`config.mk`:
```
export PLATFORM = sky130hd
export DESIGN_NAME = rcss_top
export DESIGN_NICKNAME = d
export VERILOG_FILES = /design/src/rtl/rcss_top.v /design/src/rtl/rcss_delay.v /design/src/rtl/rcss_regbank.v
export VERILOG_INCLUDE_DIRS = /design/src /design/src/rtl
export SDC_FILE = /design/constraint.sdc
export NUM_CORES = 1
export LEC_CHECK = 0
export BUFFER_PORTS_ARGS = -buffer_cell sky130_fd_sc_hd__buf_2
export CORE_ASPECT_RATIO = 0.5
export CORE_MARGIN = 2
export CORE_UTILIZATION = 34
export DETAILED_ROUTE_END_ITERATION = 8
export MAX_ROUTING_LAYER = met4
export PLACE_DENSITY_LB_ADDON = 0.25
export SETUP_SLACK_MARGIN = 0.4
export SLEW_MARGIN = 30
export SYNTH_ARGS = -nofsm -noshare
export SYNTH_HDL_FRONTEND = slang
export SYNTH_HIERARCHICAL = 1
export SYNTH_SLANG_ARGS = --single-unit
export TNS_END_PERCENT = 5
```
`constraint.sdc`:
```
create_clock -name clk -period 5 [get_ports clk]
set_input_delay 1 -clock clk [delete_from_list [all_inputs] [get_ports clk]]
set_output_delay 1 -clock clk [all_outputs]
set_load 0.02 [all_outputs]
```
`src/rtl/rcss_defs.vh`:
```
/*
 Constants for the reset-cause and start-up sequencer: register offsets,
 flag positions, restart addresses and start-up delays.
 Assumes a 20 MHz system clock and a 24-bit program counter.
*/
// Overview of operation
// Power-on restarts at zero, sets power-on and brown-out flags, clears all others.
// Brown-out reset sets brown-out flag, bit 1, restarts at zero.
// Enabled brown-out detection keeps working and resets in Sleep and Idle.
// Internal reset held until power-on delay and settle delay both elapse.
// Zero settle delay with crystal uses about 100 us clock-monitor delay.
// Oscillator start-up timer holds reset until crystal is stable.
// Supply-settle delay applies only on power-up, not other resets.
// Pin reset while running sets only the pin-reset flag, restarts at zero.
// Software reset while running sets only the soft-reset flag, restarts at zero.
// Pin reset in Sleep sets pin-reset and Sleep flags, restarts at zero.
// Pin reset in Idle sets pin-reset and Idle flags, restarts at zero.
// Sleep ends on pin reset, watchdog wake or interrupt.
// Watchdog reset when running; in Sleep wakes to PC+2 with watchdog, Sleep flags.
// Interrupt wake sets Sleep flag only, continues at PC+2 or vector.
// Clock failure trap jumps to 0x000004 touching no cause flags.
// Trap reset sets trap flag, illegal op sets illegal flag, restart zero.
// Cause flags are software read/write; software clears them before events.
// Idle keeps clocks running while the core is halted.
// Power-on and brown-out take clock source from configuration bits.
// Watchdog runs on its own RC oscillator, forced on or software controlled.
// Enabled-interrupt wake loads that interrupt's vector address.
// Flags an event does not name keep their previous value.
// Cause flags captured in the same cycle the reset or wake asserts.
`ifndef RCSS_DEFS_VH
`define RCSS_DEFS_VH

// ==========================================================
// Register map
`define RCSS_ADDR_W       4
`define RCSS_OFS_CAUSE    4'h0
`define RCSS_OFS_CTRL     4'h1
`define RCSS_OFS_STATUS   4'h2
`define RCSS_OFS_CLKSEL   4'h3

// ==========================================================
// Cause flag positions
`define RCSS_CAUSE_W      10
`define RCSS_BIT_BOR      1
`define RCSS_BIT_POR      0
`define RCSS_BIT_SLEEP    2
`define RCSS_BIT_IDLE     3
`define RCSS_BIT_WATCHDOG_TIMEOUT_FLAG     4
`define RCSS_BIT_SOFT     5
`define RCSS_BIT_PIN      6
`define RCSS_BIT_ILLOP    8
`define RCSS_BIT_TRAP     9
`define RCSS_CAUSE_POR    10'h003
`define RCSS_CAUSE_ZERO   10'h000

// ==========================================================
// Restart addresses
`define RCSS_PC_W         24
`define RCSS_PC_RESET     24'h000000
`define RCSS_PC_CLKFAIL   24'h000004
`define RCSS_PC_STEP      24'h000002

// ==========================================================
// Power modes
`define RCSS_MODE_RUN     2'h0
`define RCSS_MODE_SLEEP   2'h1
`define RCSS_MODE_IDLE    2'h2

// ==========================================================
// Start-up timing at 20 MHz
`define RCSS_CLK_MHZ      20
`define RCSS_CNT_W        20
`define RCSS_POR_US       10
`define RCSS_SUPPLY_SETTLE_TIMER_US      64
`define RCSS_CLOCK_FAIL_MONITOR_US      100
`define RCSS_US2CYC(u)    ((u) * `RCSS_CLK_MHZ)
`define RCSS_CLKSRC_W     3

`endif

```
`src/rtl/rcss_top.v`:
```
/*
 Reset sequencer and reset-cause recorder. Holds the internal reset through
 the start-up delays, records the cause of each reset or Sleep wake, and chooses
 where execution resumes.
 Assumes event inputs are synchronous single-cycle pulses on clk, and that
 reset_n is the power-on event itself (its release starts the power-up path).
*/
`timescale 1ns/10ps
`include "rcss_defs.vh"

module rcss_top (
	input  wire                       clk,
	input  wire                       reset_n,
	input  wire                       brown_out,
	input  wire                       master_clear_pin,
	input  wire                       soft_reset_req,
	input  wire                       watchdog_timeout,
	input  wire                       irq_wake,
	input  wire                       irq_enabled,
	input  wire [`RCSS_PC_W-1:0]      irq_vector,
	input  wire                       clock_fail,
	input  wire                       trap_conflict,
	input  wire                       illegal_op,
	input  wire                       sleep_req,
	input  wire                       idle_req,
	input  wire [`RCSS_PC_W-1:0]      pc_now,
	input  wire                       osc_stable,
	input  wire                       cfg_crystal,
	input  wire                       cfg_supply_settle_timer_zero,
	input  wire                       cfg_watchdog_on,
	input  wire [`RCSS_CLKSRC_W-1:0]  cfg_clksrc,
	input  wire [`RCSS_ADDR_W-1:0]    reg_addr,
	input  wire [15:0]                reg_wdata,
	input  wire                       reg_wr,
	input  wire                       reg_rd,
	output reg  [15:0]                reg_rdata,
	output reg                        core_reset,
	output reg                        core_halt,
	output reg                        clocks_run,
	output reg                        pc_load,
	output reg  [`RCSS_PC_W-1:0]      pc_target,
	output reg                        watchdog_enable,
	output reg  [`RCSS_CLKSRC_W-1:0]  clk_source
);

// ==========================================================
// Sequencer states
localparam ST_POR   = 3'h0;
localparam ST_SUPPLY_SETTLE_TIMER  = 3'h1;
localparam ST_OST   = 3'h2;
localparam ST_RUN   = 3'h3;
localparam ST_SLEEP = 3'h4;
localparam ST_IDLE  = 3'h5;
localparam ST_HOLD  = 3'h6;

// Cycle counts worked out as integers, then cut to the counter width
localparam integer POR_INT  = `RCSS_US2CYC(`RCSS_POR_US);
localparam integer SUPPLY_SETTLE_TIMER_INT = `RCSS_US2CYC(`RCSS_SUPPLY_SETTLE_TIMER_US);
localparam integer CLOCK_FAIL_MONITOR_INT = `RCSS_US2CYC(`RCSS_CLOCK_FAIL_MONITOR_US);
localparam [`RCSS_CNT_W-1:0] POR_CYC  = POR_INT[`RCSS_CNT_W-1:0];
localparam [`RCSS_CNT_W-1:0] SUPPLY_SETTLE_TIMER_CYC = SUPPLY_SETTLE_TIMER_INT[`RCSS_CNT_W-1:0];
localparam [`RCSS_CNT_W-1:0] CLOCK_FAIL_MONITOR_CYC = CLOCK_FAIL_MONITOR_INT[`RCSS_CNT_W-1:0];

reg  [2:0]                state;
reg  [2:0]                next_state;
reg                       power_up;
reg                       sw_wd_enable;
reg                       dly_start;
reg  [`RCSS_CNT_W-1:0]    dly_count;
wire                      dly_done;
wire [`RCSS_CAUSE_W-1:0]  cause;
reg                       ev_cap;
reg  [`RCSS_CAUSE_W-1:0]  ev_set;
reg  [`RCSS_CAUSE_W-1:0]  ev_clr;
reg                       ev_reset;
reg                       ev_jump;
reg  [`RCSS_PC_W-1:0]     ev_pc;
wire                      sw_cause_wr;
wire [`RCSS_CAUSE_W-1:0]  all_mode_bits;

assign sw_cause_wr   = reg_wr && (reg_addr == `RCSS_OFS_CAUSE);
assign all_mode_bits = {`RCSS_CAUSE_W{1'b1}};

// ==========================================================
// Start-up delay counter
rcss_delay u_delay (
	.clk     (clk),
	.reset_n (reset_n),
	.start   (dly_start),
	.count   (dly_count),
	.done    (dly_done)
);

// ==========================================================
// Cause register
rcss_regbank u_regs (
	.clk     (clk),
	.reset_n (reset_n),
	.sw_wr   (sw_cause_wr),
	.sw_data (reg_wdata[`RCSS_CAUSE_W-1:0]),
	.hw_cap  (ev_cap),
	.hw_set  (ev_set),
	.hw_clr  (ev_clr),
	.cause   (cause)
);

// ==========================================================
// Event decode; resets outrank interrupt wake, watchdog wake outranks trap, illegal-op and soft resets, clock fail is lowest
always @* begin
	ev_cap   = 1'b0;
	ev_set   = `RCSS_CAUSE_ZERO;
	ev_clr   = `RCSS_CAUSE_ZERO;
	ev_reset = 1'b0;
	ev_jump  = 1'b0;
	ev_pc    = `RCSS_PC_RESET;
	if (state == ST_POR || state == ST_SUPPLY_SETTLE_TIMER || state == ST_OST) begin
		ev_cap = 1'b0;
	end else if (brown_out) begin
		// Detector stays live in every power mode
		ev_cap   = 1'b1;
		ev_reset = 1'b1;
		ev_set[`RCSS_BIT_BOR] = 1'b1;
		ev_clr[`RCSS_BIT_POR] = 1'b1;
	end else if (master_clear_pin) begin
		ev_cap   = 1'b1;
		ev_reset = 1'b1;
		ev_set[`RCSS_BIT_PIN] = 1'b1;
		ev_clr[`RCSS_BIT_WATCHDOG_TIMEOUT_FLAG] = 1'b1;
		if (state == ST_SLEEP) begin
			ev_set[`RCSS_BIT_SLEEP] = 1'b1;
			ev_clr[`RCSS_BIT_IDLE]  = 1'b1;
		end else if (state == ST_IDLE) begin
			ev_set[`RCSS_BIT_IDLE]  = 1'b1;
			ev_clr[`RCSS_BIT_SLEEP] = 1'b1;
		end else begin
			ev_clr[`RCSS_BIT_SOFT]  = 1'b1;
			ev_clr[`RCSS_BIT_SLEEP] = 1'b1;
			ev_clr[`RCSS_BIT_IDLE]  = 1'b1;
		end
	end else if (watchdog_timeout && state == ST_SLEEP) begin
		ev_cap  = 1'b1;
		ev_jump = 1'b1;
		ev_pc   = pc_now + `RCSS_PC_STEP;
		ev_set[`RCSS_BIT_WATCHDOG_TIMEOUT_FLAG]  = 1'b1;
		ev_set[`RCSS_BIT_SLEEP] = 1'b1;
	end else if (watchdog_timeout) begin
		ev_cap   = 1'b1;
		ev_reset = 1'b1;
		ev_set[`RCSS_BIT_WATCHDOG_TIMEOUT_FLAG]  = 1'b1;
		ev_clr[`RCSS_BIT_PIN]   = 1'b1;
		ev_clr[`RCSS_BIT_SOFT]  = 1'b1;
		ev_clr[`RCSS_BIT_SLEEP] = 1'b1;
		ev_clr[`RCSS_BIT_IDLE]  = 1'b1;
	end else if (trap_conflict) begin
		ev_cap   = 1'b1;
		ev_reset = 1'b1;
		ev_set[`RCSS_BIT_TRAP] = 1'b1;
	end else if (illegal_op) begin
		ev_cap   = 1'b1;
		ev_reset = 1'b1;
		ev_set[`RCSS_BIT_ILLOP] = 1'b1;
	end else if (soft_reset_req && state == ST_RUN) begin
		ev_cap   = 1'b1;
		ev_reset = 1'b1;
		ev_set[`RCSS_BIT_SOFT]  = 1'b1;
		ev_clr[`RCSS_BIT_PIN]   = 1'b1;
		ev_clr[`RCSS_BIT_WATCHDOG_TIMEOUT_FLAG]  = 1'b1;
		ev_clr[`RCSS_BIT_SLEEP] = 1'b1;
		ev_clr[`RCSS_BIT_IDLE]  = 1'b1;
	end else if (irq_wake && (state == ST_SLEEP || state == ST_IDLE)) begin
		// Only Sleep is flagged; WDT bit left untouched
		ev_cap  = (state == ST_SLEEP);
		ev_jump = 1'b1;
		ev_set[`RCSS_BIT_SLEEP] = (state == ST_SLEEP);
		ev_pc   = irq_enabled ? irq_vector : pc_now + `RCSS_PC_STEP;
	end else if (clock_fail && state == ST_RUN) begin
		ev_jump = 1'b1;
		ev_pc   = `RCSS_PC_CLKFAIL;
	end
end

// ==========================================================
// Sequencer
always @* begin
	next_state = state;
	dly_start  = 1'b0;
	dly_count  = POR_CYC;
	case (state)
		ST_POR: begin
			if (dly_done) begin
				next_state = ST_SUPPLY_SETTLE_TIMER;
				dly_start  = 1'b1;
				// Settle time only after a true power-up
				if (!power_up)
					dly_count = {`RCSS_CNT_W{1'b0}};
				else if (cfg_supply_settle_timer_zero && cfg_crystal)
					dly_count = CLOCK_FAIL_MONITOR_CYC;
				else if (cfg_supply_settle_timer_zero)
					dly_count = {`RCSS_CNT_W{1'b0}};
				else
					dly_count = SUPPLY_SETTLE_TIMER_CYC;
			end
		end
		ST_SUPPLY_SETTLE_TIMER: begin
			if (dly_done)
				next_state = ST_OST;
		end
		ST_OST: begin
			if (osc_stable || !cfg_crystal)
				next_state = ST_RUN;
		end
		ST_RUN: begin
			if (ev_reset)
				next_state = ST_HOLD;
			else if (sleep_req)
				next_state = ST_SLEEP;
			else if (idle_req)
				next_state = ST_IDLE;
		end
		ST_SLEEP, ST_IDLE: begin
			if (ev_reset)
				next_state = ST_HOLD;
			else if (ev_jump)
				next_state = ST_RUN;
		end
		ST_HOLD: begin
			next_state = ST_POR;
			dly_start  = 1'b1;
		end
		default: begin
			next_state = ST_POR;
		end
	endcase
end

always @(posedge clk) begin
	if (!reset_n) begin
		state    <= ST_HOLD;
		power_up <= 1'b1;
	end else begin
		state <= next_state;
		if (state == ST_SUPPLY_SETTLE_TIMER)
			power_up <= 1'b0;
		else if (ev_reset && brown_out)
			power_up <= 1'b0;
	end
end

// ==========================================================
// Outputs, all registered
always @(posedge clk) begin
	if (!reset_n) begin
		core_reset      <= 1'b1;
		core_halt       <= 1'b0;
		clocks_run      <= 1'b1;
		pc_load         <= 1'b0;
		pc_target       <= `RCSS_PC_RESET;
		clk_source      <= {`RCSS_CLKSRC_W{1'b0}};
		sw_wd_enable    <= 1'b0;
		watchdog_enable <= 1'b0;
		reg_rdata       <= 16'h0000;
	end else begin

		core_reset <= (next_state == ST_POR) || (next_state == ST_SUPPLY_SETTLE_TIMER) ||
			(next_state == ST_OST) || (next_state == ST_HOLD);
		core_halt  <= (next_state == ST_SLEEP) || (next_state == ST_IDLE);
		clocks_run <= (next_state != ST_SLEEP);
		pc_load    <= ev_reset || ev_jump;
		if (ev_reset)
			pc_target <= `RCSS_PC_RESET;
		else if (ev_jump)
			pc_target <= ev_pc;
		// Brown-out pulse is gone by HOLD, so capture at the event
		if ((state == ST_HOLD && power_up) || (ev_reset && brown_out))
			clk_source <= cfg_clksrc;
		else if (reg_wr && reg_addr == `RCSS_OFS_CLKSEL)
			clk_source <= reg_wdata[`RCSS_CLKSRC_W-1:0];
		if (reg_wr && reg_addr == `RCSS_OFS_CTRL)
			sw_wd_enable <= reg_wdata[0];
		watchdog_enable <= cfg_watchdog_on || sw_wd_enable;
		reg_rdata <= 16'h0000;
		if (reg_rd) begin
			case (reg_addr)
				`RCSS_OFS_CAUSE:  reg_rdata <= {6'h00, cause};
				`RCSS_OFS_CTRL:   reg_rdata <= {15'h0000, sw_wd_enable};
				`RCSS_OFS_STATUS: reg_rdata <= {12'h000, power_up, state};
				`RCSS_OFS_CLKSEL: reg_rdata <= {13'h0000, clk_source};
				default:          reg_rdata <= 16'h0000;
			endcase
		end
	end
end

// Reset values of the cause register already hold the power-on pattern R1
// and any bit not in a set or clear mask holds its value R22

endmodule

```
`src/rtl/rcss_delay.v`:
```
/*
 One-shot delay counter: a start pulse loads a count, done rises when it
 reaches zero. Assumes start is a single-cycle pulse on clk.
*/
`timescale 1ns/10ps
`include "rcss_defs.vh"

module rcss_delay (
	input  wire                   clk,
	input  wire                   reset_n,
	input  wire                   start,
	input  wire [`RCSS_CNT_W-1:0] count,
	output reg                    done
);

reg [`RCSS_CNT_W-1:0] remain;

always @(posedge clk) begin
	if (!reset_n) begin
		remain <= {`RCSS_CNT_W{1'b0}};
		done   <= 1'b0;
	end else if (start) begin
		remain <= count;
		done   <= (count == {`RCSS_CNT_W{1'b0}});
	end else if (remain != {`RCSS_CNT_W{1'b0}}) begin
		remain <= remain - {{(`RCSS_CNT_W-1){1'b0}}, 1'b1};
		done   <= (remain == {{(`RCSS_CNT_W-1){1'b0}}, 1'b1});
	end
end

endmodule

```
`src/rtl/rcss_regbank.v`:
```
/*
 Software-visible cause register with hardware capture. Hardware set and
 clear masks win over a software write in the same cycle.
 Assumes the capture strobes are single-cycle pulses.
*/
`timescale 1ns/10ps
`include "rcss_defs.vh"

module rcss_regbank (
	input  wire                     clk,
	input  wire                     reset_n,
	input  wire                     sw_wr,
	input  wire [`RCSS_CAUSE_W-1:0] sw_data,
	input  wire                     hw_cap,
	input  wire [`RCSS_CAUSE_W-1:0] hw_set,
	input  wire [`RCSS_CAUSE_W-1:0] hw_clr,
	output reg  [`RCSS_CAUSE_W-1:0] cause
);

// ==========================================================
// Per-bit flag with set over clear over write
localparam [`RCSS_CAUSE_W-1:0] POR_PAT = `RCSS_CAUSE_POR;

genvar i;
generate
	for (i = 0; i < `RCSS_CAUSE_W; i = i + 1) begin : g_flag
		always @(posedge clk) begin
			if (!reset_n)
				cause[i] <= POR_PAT[i];
			else if (hw_cap && hw_set[i])
				cause[i] <= 1'b1;
			else if (hw_cap && hw_clr[i])
				cause[i] <= 1'b0;
			else if (sw_wr)
				cause[i] <= sw_data[i];
		end
	end
endgenerate

endmodule

```
==> summary.txt <==
Final layout
  • Final Non-Filler Cells: 928
  • Leading cell type in the layout, fill and taps excluded: buf_2
  • Nets: 819
  • Layout cells sized above 1: 25.8%
  • N_diodes: 0
  • Commonest cells after routing, fill and taps aside: 125 x buf_2, 78 x dfxtp_1, 64 x nor2_1
  • Util after Layout: 42.1%
  • Layout area overhead: 21.7%

Timing
  • Final Cycle Share: 62.2%
  • Finish-stage setup viols: 0
  • Setup TNS: 0 ns
  • Relative slew slack: 37.7%
  • Final clock skew: 0.00600 ns
  • Fmax: 321 MHz
  • RSZ-0062 raised after global routing: no
  • Final worst slack: 1.89 ns
  • Max-slew violations: 0
  • Worst Tran Pin Value: 0.930 ns
  • Post-layout min period: 3.11 ns
  • Final count of hold timing violations: 0

Synthesis
  • Unique masters post-synth: 89
  • Seq/Total Area, Yosys: 31.4%
  • Cells after Synth: 590
  • Flops & latches, synth: 78
  • Synth top area share: 31.4%
  • Ys Warns: 6
  • Post-synth top flop: dfxtp_1
  • Post-synth EDFFs: 0
  • Mean Syn Cell Area: 8.44 um^2
  • Largest area contributor in the netlist: dfxtp_1
  • Largest cells by area after synthesis: dfxtp_1 31%, nor2_1 4.8%, a21oi_1 3.2%, nand2_1 3.2%, xnor2_1 3.2%
  • Post-Syn Area: 0.00498 mm^2
  • Async set-reset flop share out of synthesis: 0%

CTS
  • Post-CTS Setup Inserts: 0
  • Clock-pin slew on the worst setup and hold paths: 0.06 ns
  • Clk sink count: 78
  • Clock Tree Buf Depth: 2
  • Hold_buf cts: 0
  • CTS resizes: 0
  • Total CTS buffers: 9
  • Clock latency on the worst-skew pair: 0.33 ns
  • H-tree depth: 3
  • CTS tree: done
  • CTS root buffer: clkbuf_16

Worst setup path
  • Critical path data required time: 5.22 ns
  • Crit-path max FO: 31
  • Worst-path cell chain: inv_1 -> nand3_1 -> a21oi_2 -> buf_4 -> nor4_1 -> and4_1 -> and3_1 -> nor2b_2 -> a32o_1
  • Worst Setup Start Kind: flip-flop
  • Crit path kind: reg -> reg
  • Slowest CP cell: dfxtp_1
  • Crit path arrival time: 3.33 ns
  • CP max stage delay: 0.85 ns
  • Critical Path Sink Type: flip-flop

Drt
  • DRT iter0 DRCs: 342
  • Router iterations before antenna repair: 5
  • DR vias/cell: 5.19
  • Post-route ant nets: 0
  • DR vias: 4,812
  • Routed WL: 13,400 um
  • DRC: 0
  • Drt wl/cell: 14.5 um

GRT
  • First-pass GRT wire length: 21,100 um
  • Number of global-route vias before repair: 4,301
  • Initial antenna violation count: 0
  • Pin count of the biggest net entering global routing: 45
  • Global route total overflow: 0
  • Total global-route track usage: 17.3%

Power
  • Total power: 1.85 mW
  • Leakage: 2.57 nW
  • Maximum VDD drop: 0.000159 V
  • PwrDens: 305 mW/mm^2
  • Combinational Power Share: 26.5%
  • Clk pwr share: 33.8%
  • Sw Share: 33.0%
  • Share of power burned in registers: 39.7%
  • Net switching power figure: 0.610 mW
  • Internal power: 1.24 mW

Floorplan
  • Core area: 0.0144 mm^2
  • Starting Density: 34.6%
  • Chip width: 175 um
  • Die ar.: 0.0157 mm^2
  • Die height: 89.6 um
  • # IOs: 138
  • Rows: 31

Run status
  • Outcome: completed

Placement
  • Placed cells: 912
  • Post-DP HPWL: 10,100 um
  • Pre-CTS setup slack: 1.78 ns
  • PortBufs: 125
  • Placer Congestion: 0.845

Run
  • Maximum capacitance violations: 0

Min path
  • Worst min-delay path class: reg -> reg
metal layers:
metal	GRT usage (%)	vias to the layer above	share of wire, %
met4	4.24	0	0.83
met3	3.87	12	5.1
met1	21.2	2258	47
li1	-	2419	-
met2	29.5	123	47
met5	-	-	0
Yosys cell counts, types with 4 or more instances:
cell	count
dfxtp_1	78
nor2_1	64
nand2_1	42
a21oi_1	32
o21ai_0	31
nor3_1	21
nand3_1	20
xnor2_1	18
inv_1	14
clkbuf_1	13
a22o_1	12
buf_4	11
a32o_1	10
buf_2	10
mux2i_1	9
nor4_1	9
a21boi_0	8
and2_1	8
and3_1	8
mux2_4	8
nand4_1	8
o31ai_1	8
or3_1	7
a211oi_1	6
o211ai_1	6
o21a_1	6
or4_1	6
nand2b_1	5
nor2b_1	5
xor2_1	5
a21boi_1	4
a31o_2	4
buf_6	4
ha_1	4
o211a_1	4
o2bb2ai_1	4
final timing paths:
| path | to | cells past startpoint | from | slack [ns] |
|---|---|---|---|---|
| setup / recovery | u_delay/remain[14] | 9 | state[1] | 1.89 |
| setup reg to reg | u_delay/remain[14] | 9 | state[1] | 1.89 |
| hold reg to reg | pc_target[5] | 2 | pc_target[5] | 0.45 |
| hold / removal | pc_target[5] | 2 | pc_target[5] | 0.45 |
critical path, delay by kind of cell (launching register included):
kind            cells  cell delay (ns)
compound gates      2             0.30
buf+inv             2             0.60
flops               1             0.85
simple gates        5             1.24
power groups by stage:
stage / logic [mW] / clock network [mW] / registers [mW]
after CTS: 0.490 / 0.645 / 0.733
after detailed placement: 0.487 / 0 / 0.747
final: 0.490 / 0.624 / 0.735
after global placement: 0.482 / 0 / 0.745
after global routing: 0.545 / 0.666 / 0.743
after floorplan: 0.386 / 0 / 0.728
flip-flops by register name, indices dropped and copies added (netlist names):
register / flops
sw_wd_enable: 1
core_reset: 1
clk_source: 3
power_up: 1
watchdog_enable: 1
reg_rdata: 10
pc_load: 1
u_regs/cause: 10
pc_target: 24
clocks_run: 1
state: 3
u_delay/done: 1
u_delay/remain: 20
core_halt: 1
cells by family after synthesis:
group	count (synthesis)	synth area share, %
AO/OA/AOI/OAI	172	25.9
XOR/XNOR	23	4.05
adder cells (fa/ha/maj)	4	1.01
buffers and inverters	58	6.28
flip-flops	78	31.4
multiplexers	21	5.35
other	1	0.0753
AND/OR/NAND/NOR	233	26.0
area by class of cell:
class                      count  area, um^2
clock buffer                  11         253
clock inverter                 5        33.8
fill                        1504        8330
inverter                      17        63.8
multi-input combinational    490        3240
sequential                    78        1560
tap                          198         248
timing repair buffer         129         656
stage by stage:
stage	hold slack (ns)	cell area, um^2
CTS	0.452	6060
floorplan	0.430	5110
finish	0.449	6060
global placement	0.440	5770
global route	0.475	6060
detailed placement	0.444	5770
No activity file was read; power rests on OpenSTA's default activity.
